## src/design/aoch_cfg.svh

```systemverilog
// Purpose: offsets, field positions, resets
// Assumes: byte addresses, one word each
// Notes: values in hundredths, signed
`ifndef AOCH_CFG_SVH
`define AOCH_CFG_SVH
`define AOCH_OFF_CMD   8'h00
`define AOCH_OFF_ARG   8'h04
`define AOCH_OFF_RESP  8'h08
`define AOCH_OFF_CKS   8'h0C
`define AOCH_OFF_CFG   8'h10
`define AOCH_OFF_RMIN  8'h14
`define AOCH_OFF_RMAX  8'h18
`define AOCH_OFF_UPLIM 8'h1C
`define AOCH_OFF_LOLIM 8'h20
`define AOCH_OFF_DAC   8'h24
`define AOCH_OFF_AOUT  8'h28
`define AOCH_OFF_LEN   8'h2C
`define AOCH_OFF_LBL   4'h3
`define AOCH_CKS_CLR_BIT 8
`define AOCH_RST_ADDR  8'h01
`define AOCH_RST_RMIN  32'h00000000
`define AOCH_RST_RMAX  32'h000007D0
`define AOCH_RST_UPLIM 32'h0098967F
`define AOCH_RST_LOLIM 32'hFF676981
`define AOCH_LF        8'h0A
`define AOCH_LABEL_MAX 5'h10
`endif

```

## src/design/aoch_pkg.sv

```systemverilog
// Purpose: types of the output command handler
// Assumes: aoch_cfg.svh holds the numbers
// Notes: command word is cast from hwdata
package aoch_pkg;
  typedef enum logic [3:0] {
    AOCH_OP_NONE   = 4'b0000,
    AOCH_OP_ACK    = 4'b0001,
    AOCH_OP_SETOUT = 4'b0010,
    AOCH_OP_RDIN   = 4'b0011,
    AOCH_OP_RAWW   = 4'b0100,
    AOCH_OP_UPLIM  = 4'b0101,
    AOCH_OP_LOLIM  = 4'b0110,
    AOCH_OP_LABEL  = 4'b0111,
    AOCH_OP_WREN   = 4'b1000,
    AOCH_OP_OTHER  = 4'b1001
  } aoch_op_t;
  typedef enum logic [2:0] {
    AOCH_RS_NONE   = 3'b000,
    AOCH_RS_ACK    = 3'b001,
    AOCH_RS_ECHO   = 3'b010,
    AOCH_RS_LIMERR = 3'b011,
    AOCH_RS_MANERR = 3'b100,
    AOCH_RS_REFUSE = 3'b101,
    AOCH_RS_ABORT  = 3'b110
  } aoch_resp_t;
  typedef struct packed {
    logic [15:0] unused;
    logic [7:0]  addr;
    logic [2:0]  rsv;
    logic        checked;
    aoch_op_t    op;
  } aoch_cmd_t;
  typedef struct packed {
    logic [2:0] din;
    logic       manual;
    logic       slewing;
  } aoch_pins_t;
endpackage : aoch_pkg

```

## src/design/aoch_cksum.sv

```systemverilog
// Purpose: running message checksum
// Assumes: one byte per enable pulse
// Notes: parity bit and linefeed skipped
`include "aoch_cfg.svh"
module aoch_cksum (
  input  wire logic       clk_i,
  input  wire logic       rst_n_i,
  input  wire logic       clr_i,
  input  wire logic       add_i,
  input  wire logic [7:0] byte_i,
  output logic      [15:0] ascii_o
);
  logic [7:0] sum_q;
  logic [7:0] sum_d;
  logic [6:0] chr;

  // seven data bits only, linefeed never counted
  always_comb begin
    chr   = byte_i[6:0];
    sum_d = sum_q;
    if (clr_i) begin
      sum_d = 8'h00;
    end else if (add_i && ({1'b0, chr} != `AOCH_LF)) begin
      sum_d = sum_q + {1'b0, chr};
    end
  end

  always_ff @(posedge clk_i or negedge rst_n_i) begin
    if (!rst_n_i) begin
      sum_q <= 8'h00;
    end else begin
      sum_q <= sum_d;
    end
  end

  function automatic logic [7:0] hex_chr(input logic [3:0] n);
    hex_chr = (n < 4'hA) ? (8'h30 + {4'h0, n}) : (8'h37 + {4'h0, n});
  endfunction : hex_chr

  // low two hex digits as printable characters
  assign ascii_o = {hex_chr(sum_q[7:4]), hex_chr(sum_q[3:0])};
endmodule : aoch_cksum

```

## src/design/aoch_top.sv

```systemverilog
// Purpose: output command handler behind AHB-Lite
// Assumes: commands arrive decoded in one word
// Notes: scaling to converter code sits downstream
// Notes: zero wait states, every reply OKAY; commands act
//        at the end of their data phase, loads pulse one cycle later
// Notes: write enable covers only the next addressed command
//
// What this block does
// - immediate form: update output, then acknowledge
// - checked form: echo, hold pending, no change
// - acknowledge executes pending output update
// - other valid command drops pending update
// - outside input range gives limit error
// - user high/low limits reject violating requests
// - manual mode wins; manual mode error
// - status reply: status byte, input byte
// - status byte 00 steady, 01 slewing
// - input two, one, zero in bits 2..0
// - true pins reported during manual mode
// - raw write loads 12-bit converter code
// - raw write skips every check
// - high limit stored; above it limit error
// - maximum high limit removes restriction
// - high limit needs prior write enable
// - high limit ignores raw and manual outputs
// - rescaling range keeps stored high limit
// - label up to 16 characters stored
// - long label or checked form aborted
// - label stored only after write enable
// - checksum: low byte of character sum
// - below low limit gives limit error
//
// Chosen here: the register addresses and the AHB-Lite register port.
`include "aoch_cfg.svh"
module aoch_top
  import aoch_pkg::*;
#(
  parameter int unsigned DAC_W = 12
) (
  input  wire logic             clk_i,
  input  wire logic             rst_n_i,
  input  wire logic             hsel_i,
  input  wire logic [31:0]      haddr_i,
  input  wire logic [1:0]       htrans_i,
  input  wire logic             hwrite_i,
  input  wire logic [2:0]       hsize_i,
  input  wire logic             hready_i,
  input  wire logic [31:0]      hwdata_i,
  output logic      [31:0]      hrdata_o,
  output logic                  hreadyout_o,
  output logic                  hresp_o,
  input  wire logic [2:0]       din_i,
  input  wire logic             manual_i,
  input  wire logic             slewing_i,
  output logic      [DAC_W-1:0] dac_code_o,
  output logic                  dac_load_o,
  output logic      [31:0]      aout_value_o,
  output logic                  aout_load_o
);
  typedef struct packed {
    // bus address phase held into the data phase
    logic             aph_wr;
    logic [7:0]       aph_addr;
    // command registers and limits
    logic [31:0]      arg;
    logic [31:0]      rmin;
    logic [31:0]      rmax;
    logic [31:0]      uplim;
    logic [31:0]      lolim;
    logic [31:0]      aout;
    logic             aout_ld;
    logic [DAC_W-1:0] dac;
    logic             dac_ld;
    logic [7:0]       modaddr;
    logic             pend;
    logic [31:0]      pend_val;
    logic             wren;
    // reply to the host
    aoch_resp_t       code;
    logic             done;
    logic [15:0]      stat;
    logic [3:0][31:0] stage;
    logic [3:0][31:0] label;
    logic [4:0]       label_len;
  } aoch_state_t;

  aoch_state_t s_q;
  aoch_state_t s_d;
  aoch_cmd_t   cmd;
  aoch_pins_t  pins;
  aoch_resp_t  ok_rs;
  logic        cmd_wr;
  logic        cks_clr;
  logic        cks_add;
  logic [15:0] cks_ascii;
  logic        range_bad;
  logic        user_bad;
  logic [31:0] rd;
  logic        own_cmd;
  logic        lbl_hit;
  logic        lbl_bad;
  logic [31:0] resp_word;

  // command word decoded straight from the write data
  assign cmd  = aoch_cmd_t'(hwdata_i);
  assign pins = '{din: din_i, manual: manual_i, slewing: slewing_i};

  // data-phase write decode
  assign cmd_wr  = s_q.aph_wr && (s_q.aph_addr == `AOCH_OFF_CMD);
  assign cks_add = s_q.aph_wr && (s_q.aph_addr == `AOCH_OFF_CKS)
                   && !hwdata_i[`AOCH_CKS_CLR_BIT];
  assign cks_clr = s_q.aph_wr && (s_q.aph_addr == `AOCH_OFF_CKS)
                   && hwdata_i[`AOCH_CKS_CLR_BIT];

  // checked form echoes, plain form acknowledges
  assign ok_rs = cmd.checked ? AOCH_RS_ECHO : AOCH_RS_ACK;

  assign range_bad = ($signed(s_q.arg) < $signed(s_q.rmin))
                     || ($signed(s_q.arg) > $signed(s_q.rmax));
  // user limits; top value passes all
  assign user_bad  = ($signed(s_q.arg) > $signed(s_q.uplim))
                     || ($signed(s_q.arg) < $signed(s_q.lolim));

  // command word aimed at this module only
  assign own_cmd   = cmd_wr && (cmd.addr == s_q.modaddr);
  // label window: staging on write, stored text on read
  assign lbl_hit   = (s_q.aph_addr[7:4] == `AOCH_OFF_LBL);
  // checked form or overlong text; length compared
  // unsigned, so a negative length counts as overlong
  assign lbl_bad   = cmd.checked || (s_q.arg > {27'h0, `AOCH_LABEL_MAX});
  // reply word; status half kept from the last status read
  assign resp_word = {s_q.stat, s_q.done, s_q.pend, s_q.wren, 2'b00,
                      s_q.code, 5'h00, s_q.label_len[2:0]};

  // sum of the message bytes the host feeds in
  aoch_cksum u_cksum (
    .clk_i   (clk_i),
    .rst_n_i (rst_n_i),
    .clr_i   (cks_clr),
    .add_i   (cks_add),
    .byte_i  (hwdata_i[7:0]),
    .ascii_o (cks_ascii)
  );

  // next-state of the whole block
  always_comb begin
    s_d         = s_q;
    s_d.aout_ld = 1'b0;
    s_d.dac_ld  = 1'b0;
    // address phase capture, zero wait state; hwdata belongs
    // to the address held here, so decode waits one cycle
    s_d.aph_wr  = hsel_i && hready_i && htrans_i[1] && hwrite_i;
    if (hsel_i && hready_i && htrans_i[1]) begin
      s_d.aph_addr = haddr_i[7:0];
    end
    // plain register writes
    // unmapped writes fall through and are dropped
    if (s_q.aph_wr) begin
      case (s_q.aph_addr)
        `AOCH_OFF_ARG:  s_d.arg     = hwdata_i;
        `AOCH_OFF_CFG:  s_d.modaddr = hwdata_i[7:0];
        `AOCH_OFF_RMIN: s_d.rmin    = hwdata_i;
        `AOCH_OFF_RMAX: s_d.rmax    = hwdata_i;
        default: begin
          // staging only; text moves to the label on the command
          if (lbl_hit) begin
            s_d.stage[s_q.aph_addr[3:2]] = hwdata_i;
          end
        end
      endcase
    end
    // a new command word clears the last answer
    if (cmd_wr) begin
      s_d.done = 1'b0;
      s_d.code = AOCH_RS_NONE;
    end
    // foreign address: silent, only the answer cleared; pending and
    // enable survive, as the command was never meant for us
    if (own_cmd) begin
      s_d.done = 1'b1;
      s_d.code = ok_rs;
      // enable holds for exactly the next command
      s_d.wren = 1'b0;
      // any other valid command drops pending
      if (cmd.op != AOCH_OP_ACK) begin
        s_d.pend = 1'b0;
      end
      case (cmd.op)
        AOCH_OP_ACK: begin
          // an acknowledge with nothing held just answers
          s_d.code = AOCH_RS_ACK;
          if (s_q.pend && pins.manual) begin
            // manual mode wins over a held update too
            // the held value is dropped, not kept for later
            s_d.code = AOCH_RS_MANERR;
            s_d.pend = 1'b0;
          end else if (s_q.pend) begin
            s_d.aout    = s_q.pend_val;
            s_d.aout_ld = 1'b1;
            s_d.pend    = 1'b0;
          end
        end
        AOCH_OP_SETOUT: begin
          // order: manual, then range and limits, then form
          if (pins.manual) begin
            s_d.code = AOCH_RS_MANERR;
          end else if (range_bad || user_bad) begin
            s_d.code = AOCH_RS_LIMERR;
          end else if (cmd.checked) begin
            s_d.pend     = 1'b1;
            s_d.pend_val = s_q.arg;
            s_d.code     = AOCH_RS_ECHO;
          end else begin
            s_d.aout    = s_q.arg;
            s_d.aout_ld = 1'b1;
            s_d.code    = AOCH_RS_ACK;
          end
        end
        AOCH_OP_RDIN: begin
          // slewing flag only in bit 8
          // pins in bits 2..0, rest zero
          s_d.stat[15:9] = 7'h00;
          s_d.stat[8]    = pins.slewing;
          s_d.stat[7:3]  = 5'h00;
          s_d.stat[2:0]  = pins.din;
        end
        AOCH_OP_RAWW: begin
          // no range, limit or trim check
          // stored limits not applied here
          // not blocked by manual mode either
          s_d.dac    = s_q.arg[DAC_W-1:0];
          s_d.dac_ld = 1'b1;
        end
        AOCH_OP_UPLIM: begin
          // top value stored like any other
          if (s_q.wren) begin
            s_d.uplim = s_q.arg;
          end else begin
            s_d.code = AOCH_RS_REFUSE;
          end
        end
        AOCH_OP_LOLIM: begin
          // same enable rule as the upper limit
          if (s_q.wren) begin
            s_d.lolim = s_q.arg;
          end else begin
            s_d.code = AOCH_RS_REFUSE;
          end
        end
        AOCH_OP_LABEL: begin
          // too long or checked form aborts
          if (lbl_bad) begin
            s_d.code = AOCH_RS_ABORT;
          end else if (s_q.wren) begin
            // text kept, no other effect
            // staged words copied whole, length kept apart
            s_d.label     = s_q.stage;
            s_d.label_len = s_q.arg[4:0];
            s_d.code      = AOCH_RS_ACK;
          end else begin
            s_d.code = AOCH_RS_REFUSE;
          end
        end
        AOCH_OP_WREN: begin
          // re-armed here after the clear above
          s_d.wren = 1'b1;
        end
        default: begin
          // none and other commands: plain answer
          // they still drop a pending update above
          s_d.code = ok_rs;
        end
      endcase
    end
  end

  // one register for all state; limits come up fully open
  // and the range at its default span
  always_ff @(posedge clk_i or negedge rst_n_i) begin
    if (!rst_n_i) begin
      s_q           <= '0;
      s_q.rmin      <= `AOCH_RST_RMIN;
      s_q.rmax      <= `AOCH_RST_RMAX;
      s_q.uplim     <= `AOCH_RST_UPLIM;
      s_q.lolim     <= `AOCH_RST_LOLIM;
      s_q.modaddr   <= `AOCH_RST_ADDR;
      s_q.code      <= AOCH_RS_NONE;
    end else begin
      s_q <= s_d;
    end
  end

  // read mux on the captured address; unmapped reads zero
  // reads have no side effect, so a repeated read is harmless
  always_comb begin
    rd = 32'h00000000;
    case (s_q.aph_addr)
      `AOCH_OFF_ARG:   rd = s_q.arg;
      `AOCH_OFF_RESP:  rd = resp_word;
      `AOCH_OFF_CKS:   rd = {16'h0000, cks_ascii};
      `AOCH_OFF_CFG:   rd = {24'h000000, s_q.modaddr};
      `AOCH_OFF_RMIN:  rd = s_q.rmin;
      `AOCH_OFF_RMAX:  rd = s_q.rmax;
      `AOCH_OFF_UPLIM: rd = s_q.uplim;
      `AOCH_OFF_LOLIM: rd = s_q.lolim;
      `AOCH_OFF_DAC:   rd = {{(32-DAC_W){1'b0}}, s_q.dac};
      `AOCH_OFF_AOUT:  rd = s_q.aout;
      `AOCH_OFF_LEN:   rd = {27'h0, s_q.label_len};
      default: begin
        if (lbl_hit) begin
          rd = s_q.label[s_q.aph_addr[3:2]];
        end
      end
    endcase
  end

  // never stalls, always OKAY: every command finishes in its
  // own data phase, so there is nothing to wait for
  assign hrdata_o     = rd;
  assign hreadyout_o  = 1'b1;
  assign hresp_o      = 1'b0;
  assign dac_code_o   = s_q.dac;
  assign dac_load_o   = s_q.dac_ld;
  assign aout_value_o = s_q.aout;
  assign aout_load_o  = s_q.aout_ld;
endmodule : aoch_top

```

## config.mk

```make
export PLATFORM = sky130hd
export DESIGN_NAME = aoch_top
export DESIGN_NICKNAME = d
export VERILOG_FILES = /design/src/design/aoch_pkg.sv /design/src/design/aoch_cksum.sv /design/src/design/aoch_top.sv
export VERILOG_INCLUDE_DIRS = /design/src /design/src/design
export SDC_FILE = /design/constraint.sdc
export NUM_CORES = 1
export LEC_CHECK = 0
export BUFFER_PORTS_ARGS = -buffer_cell sky130_fd_sc_hd__buf_2
export CAP_MARGIN = 20
export CORE_ASPECT_RATIO = 1.2
export CORE_MARGIN = 3
export CORE_UTILIZATION = 62
export CTS_CLUSTER_SIZE = 25
export DETAILED_ROUTE_END_ITERATION = 16
export PLACE_DENSITY_LB_ADDON = 0.15
export SYNTH_ARGS = -nofsm -noshare
export SYNTH_HDL_FRONTEND = slang
export SYNTH_HIERARCHICAL = 1
export SYNTH_SLANG_ARGS = --single-unit
export TNS_END_PERCENT = 20
```

## constraint.sdc

```tcl
create_clock -name clk_i -period 4.3 [get_ports clk_i]
set_input_delay 0.86 -clock clk_i [delete_from_list [all_inputs] [get_ports clk_i]]
set_output_delay 0.86 -clock clk_i [all_outputs]
set_load 0.05 [all_outputs]
```

Word-level counts from Yosys, hierarchy flattened
Cells that the tools add are included.

storage, ports and cells
  bits of input ports = 79
  output and inout port bits = 80
  logic and storage cells = 146
  register bits after elaboration = 534

cells by class
  add/sub/neg operators = 5
  muxes and demuxes = 38
  bitwise logic cells = 4
  order comparisons = 9
  reduce and logical (&&, ||, !) cells = 34
  equal/unequal tests = 28

operators with widths
  cell                                                 count
  case mux 32 bit (11 select lines)                    1
  2-to-1 mux 33 bit                                    8
  bitwise mux 128 bit                                  1
  2-to-1 mux 32 bit                                    3
  case mux 33 bit (2 select lines)                     1
  binary-select mux 32 bit (select 2 bit)              1
  demux 32 bit (select 2 bit)                          1
  > comparator 32 bit                                  2
  less-than comparator 32 bit                          2
  == test 8 x 5 -> 1 bit, second input constant        4
  == test 8 x 6 -> 1 bit, second input constant        4
  > comparator 32 x 5 -> 1 bit, second input constant  1
  2-to-1 mux 8 bit                                     4
  adder 6 x 4 -> 7 bit, first input constant           4
  2-to-1 mux 20 bit                                    1
  2-to-1 mux 3 bit                                     6
  == test 4 x 3 -> 1 bit, second input constant        4
  == test 8 x 4 -> 1 bit, second input constant        2
  2-to-1 mux 14 bit                                    1
  2-to-1 mux 13 bit                                    1
  == test 4 x 2 -> 1 bit, second input constant        3
  case mux 3 bit (4 select lines)                      1
  AND reduction 2 bit                                  6
  logical AND 1 bit                                    11
  other kinds (27)                                     45

Depth between registers and ports, before layout
Gate-level depths: netlist (run 1).

  word-level depth = 7
  mapped depth = 12
  gate-level depth less buffers = 10

Cells and area by module
The synthesis (run 1) kept the hierarchy.

by module, submodules not included
  module      seq. area each (sq um)  area an instance (sq um)  times used  cells an instance
  aoch_top    13212.7                 26247.7                   1           2102
  aoch_cksum  200.2                   828.3                     1           89

Worst setup path before layout (run 1)
No wires, ideal clock.

  path type = register -> output
  start = reg s_q[531] in the netlist's numbering
  end = out hrdata_o[20]
  path buffers = 3
  cell stages (with the launch flop) = 7
  data arrival time = 2.704 ns
  slack = 0.736 ns
  required time = 3.440 ns
  cells stage by stage = dfrtp_1 buf_2 buf_1 buf_1 mux4_2 a22oi_1 nand3_1

on the way
  word-level cells in the longest chain between the ends = 4
  elaborated cells on any way between the ends = 15
  classes of those cells = 11 x eq/ne; 4 x mux

ends and longest elaborated chain
  item                                     line             RTL
  start: declaration                       aoch_top.sv:87   aoch_state_t s_q;
  binary-select mux 32 bit (select 2 bit)  aoch_top.sv:311  rd = s_q.label[s_q.aph_addr[3:2]];
  2-to-1 mux 32 bit (not written as such)  aoch_top.sv:311
  2-to-1 mux 32 bit                        aoch_top.sv:310  if (lbl_hit) begin
  case mux 32 bit (11 select lines) *      aoch_top.sv:297  case (s_q.aph_addr)
  end: declaration                         aoch_top.sv:49   output logic [31:0] hrdata_o,

Every way passes the cells marked *; elsewhere a longest branch is shown, timed or not. The select of a mux whose other input is x is not followed.

Worst setup path in the final report (run 1)
  start = reg s_q[532] in the netlist's numbering
  end = out hrdata_o[1]

Same word-level chain as after synthesis.

==> results of run 1 <==
kinds of logic after synthesis:
family	after synthesis
mux	503
compound gates	356
flops	534
xor+xnor	13
other cells	3
fa+ha+maj	136
buf+inv	311
simple gates	335
power groups by stage:
| stage | registers, W | logic (W) | clock network (W) |
|---|---|---|---|
| finish | 0.00537 | 0.00106 | 0.00450 |
| global route | 0.00539 | 0.00116 | 0.00479 |
| CTS | 0.00537 | 0.00106 | 0.00456 |
| detailed placement | 0.00546 | 0.00105 | 0 |
| global placement | 0.00545 | 0.00102 | 0 |
| floorplan | 0.00537 | 0.000657 | 0 |
critical path, cell delays in order, from the launching register on:
cell,delay [ps]
dfrtp_2,550
nor2b_1,260
nand2_1,190
nor2_4,710
a22o_1,240
a221oi_1,50
nand3_1,230
buf_2,310
cells in the mapped netlist (40+ instances only):
master and count:
a21oi_1 55, a22oi_1 70, buf_4 54, clkbuf_1 88, dfrtp_1 494, dfstp_2 40
ha_1 135, inv_1 143, mux2_1 41, mux2_2 430, nand2_1 113, nand4_1 42
nor2_1 41, o21ai_0 48
per-stage QoR:
step                      setup WS (ps)  hold WS [ps]
after detailed placement            541           464
after global placement              600           457
after CTS                           126           340
final                               263           322
after floorplan                     736           442
after global routing                166           367
area by class of cell:
class / instances / area share
flip-flops and latches: 534 / 0.450
clock buffers: 87 / 0.0528
repair buffers: 179 / 0.0389
inverters: 143 / 0.0180
well taps: 552 / 0.0232
diodes: 1 / 0.0000839
clock inverters: 10 / 0.00336
multi-input cells: 1347 / 0.414
timing repair:
action / 4_1_cts / 5_1_grt
resized for setup: 0 / 1
hold buffers: 0 / 0
setup endpoints to repair: 0 / 4
hold endpoints to repair: 0 / 0
path summary, 6_finish.rpt:
check | slack, ps | start | endpoint
worst min register to register | 480 | s_q[135] | s_q[135]
worst max-delay path | 260 | s_q[532] | hrdata_o[1]
worst max register to register | 480 | s_q[502] | s_q[289]
worst min-delay path | 320 | rst_n_i | s_q[468]
max in group asynchronous | 2910 | rst_n_i | aout_value_o[0]
min in group clk_i | 460 | hwrite_i | s_q[537]
cells in the final DEF (no fill, tap or decap), drive strengths merged, types with 5 or more instances in the layout:
master,count
clkbuf,87
a41o,34
nand2,113
mux2,471
a21oi,56
and2,34
ha,135
buf,179
a211oi,8
a222oi,14
or3,5
dfrtp,494
nand3,37
a22oi,70
xnor2,12
a221o,5
o21ai,48
dfstp,40
a21o,25
mux4,32
nor4,16
nand2b,5
o211ai,5
a22o,29
nor2b,10
a221oi,22
a2111oi,5
clkinv,7
nor3,11
inv,146
nand4,43
o21a,7
and3,8
nor2,42
sequential cells by signal, summed over array words and instances, names as in the netlist:
name           cells
aout_load_o        1
aout_value_o      32
dac_code_o        12
dac_load_o         1
resp_word         13
s_q              467
u_cksum/sum_q      8
routing by layer:
layer	track usage	vias up
li1	-	8133
met4	0.114	0
met1	0.441	9582
met2	0.520	620
met3	0.0604	155
met5	0	-
==> summary.md, run 1 <==
| Metric | Value |
|---|---|
| Max-slew headroom | 0.258 |
| Max-Cap Viols | 0 |
| First-pass GRT wire length | 115000 um |
| Num CTS Buffers | between 50 and 60 |
| Die Footprint | 46200 um2 |
| Vias post-DR | 18500 |
| Main combinational cell family by area after synthesis | multiplexers |
| # rows | 83 |
| Tightest Pin Transition | 1110 ps |
| Xor-xnor portion of the synthesized cell area | 0.00421 |
| Worst-path maximum fanout | 21 |
| Core footprint | between 40000 and 50000 um2 |
| Area of the multi-input gates | between 10000 and 15000 um2 |
| Total GRT Usage | 0.322 |
| DR iter-0 viols | around 1600 |
| Worst Path Required | 3440 ps |
| Max Root-Sink Buffers | 3 |
| Final setup viols | 0 |
| Vias in the first global route | 19400 |
| Die H | 235 um |
| Mapped cell area | 27100 um2 |
| Yosys top cell by area | dfrtp_1 |
| Distinct cells, synth | 72 |
| Post-CTS setup buffers | 0 |
| Yosys reg bits | 534 |
| Finished Layout Cells | 2853 |
| Final Hold Viols | 0 |
| TritonRoute pass-1 iters | 6 |
| Share of cells above drive strength 1 | 0.344 |
| Util after Layout | 0.694 |
| Area contributors post-synth | dfrtp_1 46%, mux2_2 18%, ha_1 6.2% |
| Area fraction in compound gates after synthesis | 0.0983 |
| WL met2 | 35200 um |
| Final Critical Period | 4040 ps |
| Mux share of post-synthesis cell area | 0.223 |
| CTS tree | yes |
| Area Overhead vs Synth | 10.1% |
| Placed instance area | 28100 um2 |
| Sequential power share | 0.491 |
| Worst VDD drop | 424 uV |
| Starting Density | 0.630 |
| Pleak | roughly 15 nW |
| Metal-1 WL | 31000 um |
| Clock Latency Late Sink | 630 ps |
| WP data arrival | 3180 ps |
| Tcrit/Tclk final | 0.939 |
| Sw power | 0.00285 W |
| CTS Sinks | approximately 530 |
| Worst Hold Class | input port to async pin |
| Status | finished, final reports clean |
| Pwr per Cell Area | 367 nW/um2 |
| Tot Pwr | 0.0109 W |
| Synth Area in Simple Gates | 0.0641 |
| Dpl hpwl | 49900 um |
| Cells after Synth | around 2200 |
| Top cell type's share of synthesized area | 0.457 |
| Seq/Total Area, Yosys | 0.495 |
| Fmax | around 250 MHz |
| Clock skew | 33.4 ps |
| R2R depth | 10 |
| Yosys warnings | 6 |
| Critical path class | flop to output pin |
| FF/Latch Area | between 10000 and 15000 um2 |
| CP Launch Type | flop |
| CTS root buf | clkbuf_16 |
| Antenna Violating Nets Remaining | 0 |
| Internal power | 0.00809 W |
| Worst Setup End Kind | output pin |
| Layout fillers | 3160 |
| Via density | between 6 and 7 |
| Design area | 29800 um2 |
| Mean Syn Cell Area | 12.4 um2 |
| Initial antenna violation count | 0 |
| Worst-path clk slew | 60 ps |
| WL final | 73600 um |
| Total number of H-tree levels | 2 |
| Sw Share | 0.260 |
| Port Buffers | 128 |
| Post-synth EDFFs | 0 |
| IO Count | roughly 160 |
| Clk pwr share | 0.412 |
| DR WL/cell | 25.8 um |
| Unrepaired setup endpoints after global routing | no |
| Metal3 WL | 4880 um |
| Max-slew violation count | 0 |
| Largest net degree at the start of global routing | 135 |
| Top Metal Used | met4 |
| Die width | 197 um |
| Post-synth ARST share | 1.00 |
| Comb pwr share | 0.097 |
| Drc violations | 0 |
| Most used flip-flop cell after synthesis | dfrtp_1 |
| Gp weighted congestion | 0.954 |
| Total gr overflow | 0 |
| Post-synthesis adder-cell area fraction | 0.0631 |
| DP Cell Count | 2755 |
| TNS Setup | 0 ps |
| Total Nets Final | 2473 |
Power figures use the tool's default switching activity.
==> run 2, diff against run 1 <==
--- a/config.mk
+++ b/config.mk
@@ -13,7 +13,7 @@
 export CORE_UTILIZATION = 62
 export CTS_CLUSTER_SIZE = 25
 export DETAILED_ROUTE_END_ITERATION = 16
-export PLACE_DENSITY_LB_ADDON = 0.15
+export PLACE_DENSITY = 0.81
 export SYNTH_ARGS = -nofsm -noshare
 export SYNTH_HDL_FRONTEND = slang
 export SYNTH_HIERARCHICAL = 1
==> summary.md, run 2 (synthesis results as in run 1) <==
| Metric | Value |
|---|---|
| Status | finished, final reports clean |
| Unrepaired setup endpoints after global routing | no |
| Port Buffers | 128 |
| CTS tree | yes |
| Die Footprint | 46200 um2 |
| Clock skew | 12.8 ps |
| Critical path class | flop to output pin |
| # rows | 83 |
| Reg2reg setup slack | around 570 ps |
| Worst VDD drop | ~290 uV |
| Util after Layout | 0.697 |
| Worst Path Required | 3440 ps |
| Vias in the first global route | 20100 |
| Layout fillers | 2978 |
| Max Root-Sink Buffers | 3 |
| Core footprint | 43000 um2 |
| CTS Sinks | approximately 530 |
| Commonest cells after routing, fill and taps aside | 492 x dfrtp_1, 430 x mux2_2, 143 x inv_1, 135 x ha_1, 127 x buf_2 |
| Drc violations | 0 |
| TritonRoute pass-1 iters | 6 |
| Antenna Violating Nets Remaining | 0 |
| Placed instance area | 28200 um2 |
| Worst-path clk slew | 60 ps |
| Delay-heaviest family, CP | buffers and inverters |
| CTS root buf | clkbuf_16 |
| WP buf/inv | 3 |
| Clock Latency Late Sink | 590 ps |
| Pleak | 14.6 nW |
| Largest net degree at the start of global routing | between 100 and 150 |
| Final Critical Period | 4040 ps |
| First-pass GRT wire length | 115000 um |
| Max-Cap Viols | 0 |
| Via density | 6.67 |
| Final Hold Viols | 0 |
| WL final | between 70000 and 80000 um |
| Max-slew headroom | 0.296 |
| Dpl hpwl | 49700 um |
| Tightest Pin Transition | 1050 ps |
| Die H | 235 um |
| Reg with most FFs | s_q |
| FF/Latch Area | around 13000 um2 |
| Most common cell after layout, fill and taps aside | dfrtp_1 |
| Max FFs per register | between 400 and 500 |
| Hold_ws | 246 ps |
| Gp weighted congestion | 0.985 |
| Slowest-stage cell, CP | mux4_2 |
| WP data arrival | 3180 ps |
| Vias post-DR | 19100 |
| Die width | 197 um |
| Fmax | 248 MHz |
| Most used cell, CP | buf_4 |
| Post-CTS sizing | 0 |
| Tcrit/Tclk final | 0.939 |
| IO Count | 159 |
| Num CTS Buffers | 52 |
| Area Overhead vs Synth | 10.6% |
| Place WS | approximately 600 ps |
| Starting Density | 0.630 |
| Worst-path maximum fanout | 23 |
| Hold_buf cts | 0 |
| Pwr per Cell Area | around 370 nW/um2 |
| Worst Hold Class | input port to async pin |
| Total gr overflow | 0 |
| Share of cells above drive strength 1 | 0.348 |
| Max-slew violation count | 0 |
| Slowest stage delay, CP | 560 ps |
| Design area | 30000 um2 |
| Crit path cell chain | buf_4 > buf_4 > mux4_2 > a221oi_1 > nand3_1 > buf_2 |
| Worst reg2reg path startpoint | s_q[511] |
| Final setup viols | 0 |
| Worst Setup End Kind | output pin |
| R2R depth | 11 |
| CP Launch Type | flop |
| Initial antenna violation count | 4 |
| DR iter-0 viols | 1708 |
| Total GRT Usage | 0.320 |
| Total Nets Final | 2478 |
| Post-CTS setup buffers | 0 |
| TNS Setup | 0 ps |
| Final critical-path setup slack | 264 ps |
| R2r endpoint | s_q[305] |
| Total number of H-tree levels | 2 |
| Area of the multi-input gates | 12300 um2 |
| DR WL/cell | 25.9 um |
-- run 2: final cells by class --
class	count	area share
multi-input combinational	1347	0.412
inverter	143	0.0179
clock inverter	16	0.00794
tap	552	0.0231
antenna	3	0.000251
sequential	534	0.448
clock buffer	77	0.0513
timing repair buffer	185	0.0399
-- run 2: worst max path at each step --
stage | start | endpoint | slack, ps | cells past startpoint
CTS | s_q[531] | hrdata_o[2] | 230 | 6
detailed placement | s_q[510] | s_q[284] | 610 | 10
global placement | s_q[503] | s_q[282] | 650 | 10
finish | s_q[531] | hrdata_o[2] | 260 | 6
global route | s_q[531] | hrdata_o[2] | 170 | 6
floorplan | s_q[531] | hrdata_o[20] | 740 | 6
-- run 2: worst reg2reg max path: cells and delay by family, from the launching register on --
kind                     cells  cell delay (ps)
multiplexers                 1              370
buffers and inverters        2              480
AO/OA/AOI/OAI                2              410
AND/OR/NAND/NOR              5             1420
flip-flops                   1              530
adder cells (fa/ha/maj)      1              400
-- run 2: power by group --
| group | total [W] | switching (W) | internal (W) | leakage, nW |
|---|---|---|---|---|
| clock network | 0.00472 | 0.00195 | 0.00278 | 0.875 |
| logic | 0.00109 | 0.000696 | 0.000398 | 7.05 |
| registers | 0.00535 | 0.000170 | 0.00518 | 6.68 |
| total | 0.0112 | 0.00281 | 0.00835 | 14.6 |
-- run 2: per-layer routing --
layer,wire length (um),share of wire,vias to the layer above,GRT usage
li1,-,-,8145,-
met1,29000,0.39,9798,0.415
met2,35200,0.48,845,0.515
met3,5310,0.072,268,0.0582
met4,4330,0.059,2,0.171
met5,18,0.00024,-,0
-- run 2: metrics by stage --
step | cells | power, W
6_report | 2857 | 0.0112
5_1_grt | 2855 | 0.0115
4_1_cts | 2854 | 0.0112
3_5_place_dp | 2761 | 0.00651
3_3_place_gp | 2760 | 0.00645
2_1_floorplan | 2192 | 0.00603
==> run 3, diff against run 2 <==
--- a/config.mk
+++ b/config.mk
@@ -14,6 +14,7 @@
 export CTS_CLUSTER_SIZE = 25
 export DETAILED_ROUTE_END_ITERATION = 16
 export PLACE_DENSITY = 0.81
+export RECOVER_POWER = 50
 export SYNTH_ARGS = -nofsm -noshare
 export SYNTH_HDL_FRONTEND = slang
 export SYNTH_HIERARCHICAL = 1
==> summary.md, run 3 (synthesis results as in run 1) <==
| Metric | Value |
|---|---|
| Max Root-Sink Buffers | 3 |
| TritonRoute pass-1 iters | 12 |
| Clock skew | 18.0 ps |
| Die H | approximately 230 um |
| Dpl hpwl | 49700 um |
| Initial antenna violation count | 4 |
| Finished Layout Cells | 2856 |
| Starting Density | 0.630 |
| Total number of H-tree levels | 2 |
| CP Launch Type | flop |
| Vias post-DR | 19100 |
| Reg with most FFs | s_q |
| Sw Share | 0.253 |
| Status | finished, violations left |
| Worst Setup End Kind | output pin |
| Clk pwr share | 0.424 |
| Hold Path Depth | 1 |
| Sw power | 0.00282 W |
| Critical path class | flop to output pin |
| Hold_sp | s_q[301] |
| CTS root buf | clkbuf_16 |
| Commonest cells after routing, fill and taps aside | 492 x dfrtp_1, 430 x mux2_2, 143 x inv_1, 135 x ha_1, 127 x buf_2 |
| Tightest Pin Transition | 3330 ps |
| Layout fillers | 2984 |
| DR iter-0 viols | 1691 |
| Max FFs per register | between 400 and 500 |
| Worst-path maximum fanout | 23 |
| Area Overhead vs Synth | 10.5% |
| First-pass GRT wire length | about 120000 um |
| Total Nets Final | 2478 |
| R2R depth | 11 |
| WL final | 73900 um |
| Worst VDD drop | 289 uV |
| Worst Path Required | 3440 ps |
| Post-CTS sizing | 0 |
| Worst reg2reg path startpoint | s_q[510] |
| Vias in the first global route | 20100 |
| DP Cell Count | 2761 |
| Comb pwr share | 0.098 |
| Total GRT Usage | 0.320 |
| CTS tree | yes |
| Final setup viols | 0 |
| Port Buffers | 128 |
| Gp weighted congestion | between 0.9 and 1 |
| Pwr per Cell Area | 374 nW/um2 |
| R2r endpoint | s_q[305] |
| Unrepaired setup endpoints after global routing | no |
| Max-Cap Viols | 1 |
| TNS Setup | 0 ps |
| Tcrit/Tclk final | 0.937 |
| Total gr overflow | 0 |
| Clock Latency Late Sink | around 600 ps |
| Worst Hold Class | flop to flop |
| CTS Sinks | 534 |
| Max-slew violation count | 64 |
| Die Footprint | 46200 um2 |
| Max-slew headroom | -1.22 |
| Final Hold Viols | 0 |
| Failing checks | capacitance limit, slew limit |
| Drc violations | 0 |
| DR WL/cell | 25.9 um |
| IO Count | around 160 |
| # rows | 83 |
| Final Critical Period | 4030 ps |
| WP data arrival | between 3000 and 4000 ps |
| Largest net degree at the start of global routing | 135 |
| Core footprint | ~43000 um2 |
| Sequential power share | 0.479 |
| Worst-path clk slew | about 60 ps |
| Pleak | between 10 and 15 nW |
| Via density | 6.67 |
| Reg2reg setup slack | 540 ps |
| Worst Hold Path EP | s_q[301] |
| Die width | about 200 um |
| Internal power | 0.00835 W |
| Hold_buf cts | 0 |
| Most common cell after layout, fill and taps aside | dfrtp_1 |
| Share of cells above drive strength 1 | 0.347 |
| Antenna Violating Nets Remaining | 0 |
| Fmax | 248 MHz |
| Num CTS Buffers | 52 |
| Post-CTS setup buffers | 0 |
run 3: per-layer routing:
| metal | GRT usage | wire length (um) | part of all wire |
|---|---|---|---|
| met2 | 0.515 | 35200 | 0.48 |
| met3 | 0.0582 | 4970 | 0.067 |
| met4 | 0.171 | 4280 | 0.058 |
| met5 | 0 | 18 | 0.00024 |
| met1 | 0.415 | 29500 | 0.40 |
run 3: worst max-delay path by stage:
stage	start	end	slack [ps]
finish	s_q[531]	hrdata_o[2]	270
CTS	s_q[531]	hrdata_o[2]	230
global placement	s_q[503]	s_q[282]	650
detailed placement	s_q[510]	s_q[284]	610
global route	rst_n_i	s_q[11]	150
floorplan	s_q[531]	hrdata_o[20]	740
run 3: area by class of cell:
type | instances | area [um2] | area share
clock buffers | 77 | 1540 | 0.0513
diodes | 2 | 5.00 | 0.000167
repair buffers | 185 | 1170 | 0.0392
clock inverters | 16 | 238 | 0.00794
flip-flops and latches | 534 | 13400 | 0.448
inverters | 143 | 537 | 0.0179
multi-input cells | 1347 | 12300 | 0.412
well taps | 552 | 691 | 0.0231
run 3: worst max-delay path, stage by stage, from the launching register on:
cell and delay [ps]:
dfrtp_2 380, buf_4 410, buf_4 380, mux4_2 560, a221oi_1 320, nand3_1 230, buf_2 280
run 3: per-stage QoR:
step / instance area (um2) / power [W] / hold slack (ps) / setup slack, ps / utilization
final: 29900 / 0.0112 / 477 / 272 / 0.696
after global routing: 29900 / 0.0115 / 491 / 155 / 0.696
after CTS: 29900 / 0.0112 / 252 / 226 / 0.697
after detailed placement: 28200 / 0.00651 / 466 / 606 / 0.655
after global placement: 28200 / 0.00645 / 456 / 654 / 0.655
after floorplan: 27100 / 0.00603 / 442 / 736 / -
run 3: power groups by stage:
stage | sequential [W] | clock [W] | combinational [W]
floorplan | 0.00537 | 0 | 0.000657
global placement | 0.00541 | 0 | 0.00104
global route | 0.00536 | 0.00499 | 0.00120
finish | 0.00535 | 0.00474 | 0.00109
CTS | 0.00534 | 0.00478 | 0.00109
detailed placement | 0.00543 | 0 | 0.00108
